==> config.mk <==
export PLATFORM = sky130hd
export DESIGN_NAME = sync_serial_frame_responder
export DESIGN_NICKNAME = d
export VERILOG_FILES = /design/src/core/sync_serial_pkg.sv /design/src/core/sync_serial_frame_responder.sv
export SDC_FILE = /design/constraint.sdc
export NUM_CORES = 1
export LEC_CHECK = 0
export BUFFER_PORTS_ARGS = -buffer_cell sky130_fd_sc_hd__buf_2
export CORE_MARGIN = 2
export CORE_UTILIZATION = 40
export DETAILED_ROUTE_END_ITERATION = 8
export GPL_ROUTABILITY_DRIVEN = 0
export MAX_ROUTING_LAYER = met4
export PLACE_DENSITY_LB_ADDON = 0.05
export REMOVE_ABC_BUFFERS = 1
export SYNTH_ARGS = -nofsm -noshare
export SYNTH_HDL_FRONTEND = slang
export SYNTH_SLANG_ARGS = --single-unit
==> constraint.sdc <==
create_clock -name clk_sys_i -period 5.1 [get_ports clk_sys_i]
set_clock_uncertainty 0.15 [all_clocks]
set_input_delay 0.51 -clock clk_sys_i [delete_from_list [all_inputs] [get_ports clk_sys_i]]
set_output_delay 0.51 -clock clk_sys_i [all_outputs]
set_load 0.02 [all_outputs]
==> src/core/sync_serial_pkg.sv <==
// ****************************************************************************
// Shared constants and carriers for the serial frame responder.
// ****************************************************************************
package sync_serial_pkg;

    // Register port geometry.
    localparam int ADDR_W = 8;
    localparam int DATA_W = 32;
    localparam int WORD_W = 16;

    // Register offsets (byte addresses, one word each).
    localparam logic [7:0] OFS_CTRL   = 8'h00;
    localparam logic [7:0] OFS_REPLY  = 8'h04;
    localparam logic [7:0] OFS_RXWORD = 8'h08;
    localparam logic [7:0] OFS_STATUS = 8'h0c;

    // Control register layout; the ctrl_t struct below follows it bit for bit.
    localparam int CTRL_W = 9;

    // Status register bit positions.
    localparam int STAT_RXV_BIT  = 0;
    localparam int STAT_BUSY_BIT = 1;
    localparam int STAT_OVR_BIT  = 2;

    // Frame format codes of the frame_format_select field.
    localparam logic [1:0] FMT_SPI     = 2'h0;
    localparam logic [1:0] FMT_PULSE   = 2'h1;
    localparam logic [1:0] FMT_CMDRESP = 2'h2;

    // Command-response framing: control word length and turnaround clocks.
    localparam logic [4:0] CMD_BITS  = 5'h08;
    localparam logic [4:0] WAIT_BITS = 5'h01;

    // Control fields: enable, data_size_select, clock_phase, clock_polarity, format.
    typedef struct packed {
        logic       enable;
        logic [3:0] data_size_select;
        logic       cpha;
        logic       cpol;
        logic [1:0] fmt;
    } ctrl_t;

    // Serial pins as seen from this end, carried through the synchroniser.
    typedef struct packed {
        logic sclk;
        logic fss;
        logic mosi;
    } pins_t;

    // Reset values.
    localparam ctrl_t CTRL_RESET        = 9'h070;
    localparam logic [15:0] REPLY_RESET = 16'h0000;
    localparam pins_t PINS_IDLE         = 3'h2;

endpackage

==> src/core/sync_serial_frame_responder.sv <==
// Summary of operation
// - Phase 0: slave drives first bit at select.
// - Pol0 phase0: sample rising, change falling.
// - Phase 1: first bits with first clock edge.
// - Pol0 phase1: sample falling, change rising.
// - Pol1 phase0: sample falling, change rising.
// - Pol1 phase1: sample rising, change falling.
// - Slave waits one clock, replies 4-16 bits.
// - Select low whole frame; reply line floats.
// - Control sampled rising; reply driven falling.
// - Slave floats line after LSB or select.
// - Frames 4 to 16 bits, MSB first.
//
// Chosen here: the strobed register port and the address map.
`timescale 1ns/1ps

module sync_serial_frame_responder (
    input  wire logic                              clk_sys_i,         // System clock.
    input  wire logic                              reset_n_i,         // Sync reset, low.
    input  wire logic [sync_serial_pkg::ADDR_W-1:0] reg_addr_i,       // Register address.
    input  wire logic [sync_serial_pkg::DATA_W-1:0] reg_wdata_i,      // Write data.
    input  wire logic                              reg_wr_i,          // Write strobe.
    input  wire logic                              reg_rd_i,          // Read strobe.
    output logic      [sync_serial_pkg::DATA_W-1:0] reg_rdata_o,      // Read data, next cycle.
    input  wire logic                              serial_clock_i,    // Link clock pin.
    input  wire logic                              frame_select_i,    // Frame select pin.
    input  wire logic                              tx_data_line_i,    // Data from the master.
    output logic                                   rx_data_line_o,    // Data to the master.
    output logic                                   rx_data_line_oe_o  // Drive enable.
);

    // ************************************************************************
    // Functions
    // ************************************************************************

    // Bit of a word at the position of the top bit for a given size code.
    function automatic logic msb_of(input logic [15:0] word, input logic [3:0] top);
        msb_of = word[top];
    endfunction

    // Mask that keeps the low bits up to and including the top position.
    function automatic logic [15:0] size_mask(input logic [3:0] top);
        size_mask = 16'hffff >> (4'hf - top);
    endfunction

    // ************************************************************************
    // Pin synchroniser
    // ************************************************************************

    sync_serial_pkg::pins_t s1_q;
    sync_serial_pkg::pins_t s2_q;
    sync_serial_pkg::pins_t s3_q;

    // Pins come from another domain; the link clock runs far slower than clk_sys_i
    // so two stages plus an edge stage see every serial clock level.
    always_ff @(posedge clk_sys_i) begin
        if (!reset_n_i) begin
            s1_q <= sync_serial_pkg::PINS_IDLE;
            s2_q <= sync_serial_pkg::PINS_IDLE;
            s3_q <= sync_serial_pkg::PINS_IDLE;
        end else begin
            s1_q <= {serial_clock_i, frame_select_i, tx_data_line_i};
            s2_q <= s1_q;
            s3_q <= s2_q;
        end
    end

    // ************************************************************************
    // Control registers and edge decoding
    // ************************************************************************

    sync_serial_pkg::ctrl_t ctrl_q;
    logic [15:0]            reply_q;
    logic [15:0]            rx_sh_q;
    logic [15:0]            rx_word_q;
    logic [15:0]            tx_sh_q;
    logic [4:0]             bitcnt_q;
    logic                   first_q;
    logic                   rx_valid_q;
    logic                   overrun_q;
    logic                   sdo_q;
    logic                   oe_q;
    logic [31:0]            rdata_q;

    wire sclk_rise = s2_q.sclk & ~s3_q.sclk;
    wire sclk_fall = ~s2_q.sclk & s3_q.sclk;
    wire in_frame  = ~s2_q.fss & ctrl_q.enable;
    wire fss_fall  = s3_q.fss & in_frame;
    wire spi_mode  = (ctrl_q.fmt == sync_serial_pkg::FMT_SPI);
    wire mw_mode   = (ctrl_q.fmt == sync_serial_pkg::FMT_CMDRESP);

    // Leading edge leaves the parked level; phase picks which edge samples.
    wire lead_edge  = ctrl_q.cpol ? sclk_fall : sclk_rise;
    wire trail_edge = ctrl_q.cpol ? sclk_rise : sclk_fall;
    wire spi_sample = in_frame & spi_mode & ~fss_fall & (ctrl_q.cpha ? trail_edge : lead_edge);
    wire spi_shift  = in_frame & spi_mode & ~fss_fall & (ctrl_q.cpha ? lead_edge : trail_edge);
    wire mw_rise    = in_frame & mw_mode & ~fss_fall & sclk_rise;
    wire mw_fall    = in_frame & mw_mode & ~fss_fall & sclk_fall;

    // Word boundaries; SPI and reply bit counts follow the programmed size, the control word is CMD_BITS long; MSB first.
    wire [4:0] top_bit        = {1'b0, ctrl_q.data_size_select};
    wire [4:0] reply_first    = sync_serial_pkg::CMD_BITS + sync_serial_pkg::WAIT_BITS;
    wire       spi_last       = spi_sample & (bitcnt_q == top_bit);
    wire       mw_ctl_bit     = mw_rise & (bitcnt_q < sync_serial_pkg::CMD_BITS);
    wire       mw_ctl_last    = mw_rise & (bitcnt_q == sync_serial_pkg::CMD_BITS - 5'h01);
    wire       mw_reply_last  = mw_rise & (bitcnt_q == reply_first + top_bit);
    wire       mw_reply_start = mw_fall & (bitcnt_q == reply_first);
    wire       mw_reply_shift = mw_fall & (bitcnt_q > reply_first);
    wire       push           = spi_last | mw_ctl_last;
    wire       reply_msb      = msb_of(reply_q, ctrl_q.data_size_select);
    wire [15:0] tx_next       = {tx_sh_q[14:0], 1'b0};
    wire [15:0] rx_sh_d       = {rx_sh_q[14:0], s2_q.mosi};
    wire [3:0]  cap_top       = mw_mode ? 4'h7 : ctrl_q.data_size_select;

    // Register port decode.
    wire wr_ctrl   = reg_wr_i & (reg_addr_i == sync_serial_pkg::OFS_CTRL);
    wire wr_reply  = reg_wr_i & (reg_addr_i == sync_serial_pkg::OFS_REPLY);
    wire rd_rxword = reg_rd_i & (reg_addr_i == sync_serial_pkg::OFS_RXWORD);
    wire rd_status = reg_rd_i & (reg_addr_i == sync_serial_pkg::OFS_STATUS);

    // Configuration writes. Changing format mid-frame is allowed but garbles that frame.
    always_ff @(posedge clk_sys_i) begin
        if (!reset_n_i) begin
            ctrl_q  <= sync_serial_pkg::CTRL_RESET;
            reply_q <= sync_serial_pkg::REPLY_RESET;
        end else begin
            if (wr_ctrl) ctrl_q <= sync_serial_pkg::ctrl_t'(reg_wdata_i[sync_serial_pkg::CTRL_W-1:0]);
            if (wr_reply) reply_q <= reg_wdata_i[15:0];
        end
    end

    // ************************************************************************
    // Bit counting
    // ************************************************************************

    // Counts sample edges; in command format the counter spans control, wait and reply.
    always_ff @(posedge clk_sys_i) begin
        if (!reset_n_i || !in_frame || fss_fall) begin
            bitcnt_q <= 5'h00;
        end else if (spi_sample) begin
            bitcnt_q <= spi_last ? 5'h00 : bitcnt_q + 5'h01;
        end else if (mw_rise) begin
            bitcnt_q <= mw_reply_last ? 5'h00 : bitcnt_q + 5'h01;
        end
    end

    // Marks a word start so the next shift edge reloads the reply instead of shifting.
    always_ff @(posedge clk_sys_i) begin
        if (!reset_n_i) begin
            first_q <= 1'b1;
        end else if (fss_fall || spi_last) begin
            // Phase 0 has its word loaded at the select fall, so its first shift edge
            // must shift; between words it waits for a select pulse to reload.
            first_q <= ctrl_q.cpha;
        end else if (spi_shift) begin
            first_q <= 1'b0;
        end
    end

    // ************************************************************************
    // Reply line driver
    // ************************************************************************

    // The line floats outside frames, so a released select always frees the wire.
    always_ff @(posedge clk_sys_i) begin
        if (!reset_n_i || !in_frame) begin
            tx_sh_q <= 16'h0000;
            sdo_q   <= 1'b0;
            oe_q    <= 1'b0;
        end else if (fss_fall) begin
            tx_sh_q <= reply_q;
            sdo_q   <= spi_mode & ~ctrl_q.cpha & reply_msb;
            oe_q    <= spi_mode & ~ctrl_q.cpha;
        end else if (spi_shift && first_q) begin
            tx_sh_q <= reply_q;
            sdo_q   <= reply_msb;
            oe_q    <= 1'b1;
        end else if (spi_shift) begin
            tx_sh_q <= tx_next;
            sdo_q   <= msb_of(tx_next, ctrl_q.data_size_select);
        end else if (mw_reply_start) begin
            tx_sh_q <= reply_q;
            sdo_q   <= reply_msb;
            oe_q    <= 1'b1;
        end else if (mw_reply_shift) begin
            tx_sh_q <= tx_next;
            sdo_q   <= msb_of(tx_next, ctrl_q.data_size_select);
        end else if (mw_fall) begin
            oe_q    <= 1'b0;
        end
    end

    assign rx_data_line_o    = sdo_q;
    assign rx_data_line_oe_o = oe_q;

    // ************************************************************************
    // Receive capture
    // ************************************************************************

    // Sampled bits enter at the bottom; the shifter restarts at every word boundary.
    always_ff @(posedge clk_sys_i) begin
        if (!reset_n_i || fss_fall || push) begin
            rx_sh_q <= 16'h0000;
        end else if (spi_sample || mw_ctl_bit) begin
            rx_sh_q <= rx_sh_d;
        end
    end

    // A new word beats a read in the same cycle, so no word is silently lost.
    always_ff @(posedge clk_sys_i) begin
        if (!reset_n_i) begin
            rx_word_q  <= 16'h0000;
            rx_valid_q <= 1'b0;
            overrun_q  <= 1'b0;
        end else begin
            if (push) rx_word_q <= rx_sh_d & size_mask(cap_top);
            rx_valid_q <= push | (rx_valid_q & ~rd_rxword);
            overrun_q  <= (push & rx_valid_q & ~rd_rxword) | (overrun_q & ~rd_status);
        end
    end

    // ************************************************************************
    // Register read port
    // ************************************************************************

    wire [31:0] status_word = {29'h0, overrun_q, in_frame, rx_valid_q};
    wire [31:0] rd_mux = (reg_addr_i == sync_serial_pkg::OFS_CTRL)   ? {23'h0, ctrl_q}     :
                         (reg_addr_i == sync_serial_pkg::OFS_REPLY)  ? {16'h0, reply_q}    :
                         (reg_addr_i == sync_serial_pkg::OFS_RXWORD) ? {16'h0, rx_word_q}  :
                         (reg_addr_i == sync_serial_pkg::OFS_STATUS) ? status_word         :
                                                                       32'h0;

    // Read data stand for exactly one cycle after the strobe, zero otherwise.
    always_ff @(posedge clk_sys_i) begin
        if (!reset_n_i) rdata_q <= 32'h0;
        else rdata_q <= reg_rd_i ? rd_mux : 32'h0;
    end

    assign reg_rdata_o = rdata_q;
endmodule

==> flow_results.org <==
** STA
- The worst pin sits at a relative slew slack of 30.8%.
- In the finished design, the share of the clock period the worst path needs comes to 56.7%.
- Hold Violations, Final :: 0
- Unrepaired setup endpoints after global routing :: false
- Maximum clock frequency :: 346 MHz
- At the pin with the least slew margin, the transition time is 1.04 ns.
- Counting I/O delays and the setup requirement, the final critical path takes 2.89 ns.
- In the final timing run, aggregate negative setup slack is 0 ns.
- Setup slack on the critical path of the routed design comes to 2.21 ns.
- Final setup violation count :: 0
- Worst hold slack across all endpoints :: 0.183 ns
- Final max-slew violation count :: 0

** CTS
- Hold repair after CTS inserted 0 buffers.
- At the later pin of the worst-skew pair, clock insertion delay measures 0.35 ns.
- Clock Path Buffers :: 2
- Total number of clock tree sinks :: 105
- Buffers inserted during clock tree synthesis total 9.
- Clock tree synthesis selected as its root buffer the cell clkbuf_16.
- The clock tree synthesis step divided the H-tree into 3 levels.
- TritonCTS built the clock tree.
- Post-cts resize count :: 0
- Post-CTS repair timing setup buffer count :: 0
- Clock-pin slew reported for the worst setup and hold paths after clock tree synthesis :: 0.07 ns

** GRT
- After global routing the overflow that remains totals 0.
- The number of global-route vias before repair is 3,729.
- GR Util All Layers :: 20.3%
- Largest net degree at the start of global routing :: 34
- Wire length of the first global-routing pass :: 20,000 um
- The initial antenna violation count came to 0.

** Critical path
- In this run the worst path has a maximum fanout of 17.
- The worst setup path is of the register to register kind.
- Endpoint type of the worst setup path :: register
- CP arrival :: 3.03 ns
- Data on the critical path is required at its endpoint by 5.24 ns.
- Critical Path Start Type :: register
- For flop-to-flop paths, the worst setup slack is 2.21 ns.

** Logic synthesis
- In this run, synthesis produced a sequential element count of 105.
- Yosys printed 0 warnings.
- dfxtp_1 takes more of the synthesized area than any other cell.
- The netlist uses 61 different library cells.
- Synth Flop Type :: dfxtp_1
- In this run the cell area of the synthesized design comes to 5000 um^2.
- Gate count after technology mapping :: 536
- Counting flops with a built-in enable in the synthesized netlist gives 0.
- After synthesis, the share of flip-flops with an asynchronous set or reset is 0%.
- Dividing the synthesized area by the synthesized cell count gives 9.33 um^2.
- Of the synthesized area, sequential elements account for 42.1%.
- Top-area cell type share of the netlist area :: 42.1%
- Yosys attributes the largest share of cell area to dfxtp_1 42%, mux2i_1 10%, nand2_1 5.0%.

** Detailed routing
- Post-route DRC violation count :: 0
- In this run the remaining antenna-violating nets after routing total 0.
- The detailed router placed 3,785 vias in this run.
- Average detailed-routed wire length per instance :: 16.8 um
- Detailed-route wire length :: 12,300 um
- Using the TritonRoute via totals, the vias-per-cell ratio works out to 5.16.
- Initial DRC count :: 168
- First drt pass iteration count :: 5

** Floorplanning
- Standard-cell row count :: 40
- In this run the count of I/O pins placed on the die edge is 81.
- In this run the vertical extent of the chip is 116 um.
- The initial utilization of the core area, before any placement, comes to 41.3%.
- The die covers 13,400 um^2.
- Standard cell core area :: 12,100 um^2
- Horizontal die dimension :: 116 um

** Cells and area
- The count of cells in the finished layout, fillers not included, comes to 733.
- From synthesis to final layout, the design area changed by 10.3%.
- Antenna cell count :: 0
- The post-route netlist has 17.5% of its cells at a drive strength greater than 1.
- Once layout is complete, the utilization of the core stands at 45.5%.
- The final layout contains 610 nets.
- Layout Cell Area excl Fill :: 5510 um^2

** Power and ir drop
- For this design the ratio of total power to cell area is 289 nW/um^2.
- Summing internal, switching and leakage power gives 1.59 mW.
- Leakage :: 2.04 nW
- Worst supply voltage drop on vdd :: 0.000283 V

** Place
- Input and output buffers added on the ports amount to 48.
- Timing analysis after detailed placement gives a worst setup slack of 2.01 ns.
- Dpl cells :: 717
- Summed over all nets, the half-perimeter wirelength after detailed placement is 8720 um.
- The placed instances occupy a cell area of 5210 um^2.

** Run
- Number of maximum-capacitance constraint violations :: 0

** Hold path
- Type of the tightest min-delay check :: primary input to register

** Outcome
- The run finished with clean final reports.
state kept, by name, indices dropped and copies added, names as in the netlist:
signal	count
s3_q	2
first_q	1
rx_data_line_oe_o	1
rx_sh_d	1
rx_data_line_o	1
s1_q	3
s2_q	2
tx_sh_q	15
bitcnt_q	5
reply_q	16
rx_valid_q	1
reg_rdata_o	16
rx_word_q	16
ctrl_q	9
rx_sh_q	15
overrun_q	1
worst max-delay path, stage by stage (launching register included):
cell and delay [ns]:
dfxtp_1 0.73, xnor2_1 0.21, and4_1 0.20, and4b_1 0.27
a31oi_4 0.52, nand3_2 0.50, nor2_2 0.22
layer usage:
layer	vias up	share of wire, %	GRT usage (%)
met4	0	1.3	5.48
met3	12	4.0	5.28
met1	1821	49	26.4
met5	-	0	-
met2	71	46	31.7
li1	1881	-	-
path summary, 6_finish.rpt:
check	from	to	cells past startpoint
setup reg to reg	ctrl_q[7]	rx_sh_q[11]	6
hold reg to reg	s1_q[1]	s2_q[1]	1
hold / removal	frame_select_i	s1_q[1]	2
setup / recovery	ctrl_q[7]	rx_sh_q[11]	6
cell usage after synthesis (5+ instances only):
cell and count:
a21boi_0 12, a21boi_1 21, a21oi_1 26, a22oi_1 9
and2_1 7, buf_2 8, buf_4 18, clkbuf_1 23
dfxtp_1 105, inv_1 5, mux2i_1 52, mux4_2 9
nand2_1 67, nand2b_1 5, nand3_1 12, nor2_1 40
nor2_2 10, nor2b_1 15, o21ai_0 20, xnor2_1 8
power breakdown:
part	switching [mW]	internal, mW
Sequential	0.00174	0.822
Combinational	0.0351	0.0191
Clock	0.318	0.395
Total	0.354	1.24
cell families (layout without fill, tap and decap cells):
| logic type | after synthesis | in the layout | synth area share, % |
|---|---|---|---|
| flip-flops | 105 | 105 | 42.1 |
| multiplexers | 61 | 61 | 14.5 |
| AND/OR/NAND/NOR | 185 | 185 | 18.7 |
| AO/OA/AOI/OAI | 111 | 111 | 15.0 |
| buffers and inverters | 59 | 73 | 6.93 |
| other | 1 | 16 | 0.0750 |
| adder cells (fa/ha/maj) | 3 | 3 | 0.751 |
| XOR/XNOR | 11 | 11 | 1.93 |
cells in the final DEF (no fill, tap or decap), types with 15 or more instances in the layout:
master and instances:
dfxtp_1 105, nand2_1 67, mux2i_1 52, buf_2 48, nor2_1 40, a21oi_1 26
a21boi_1 21, o21ai_0 20, conb_1 16, nor2b_1 15
cell type report:
| class | instances | area, um^2 |
|---|---|---|
| Inverter | 5 | 18.8 |
| Sequential cell | 105 | 2100 |
| Clock inverter | 6 | 65.1 |
| Tap cell | 168 | 210 |
| Timing Repair Buffer | 52 | 270 |
| Clock buffer | 10 | 239 |
| Multi-Input combinational cell | 387 | 2610 |
| Fill cell | 1254 | 6600 |
Power figures use the tool's default switching activity.
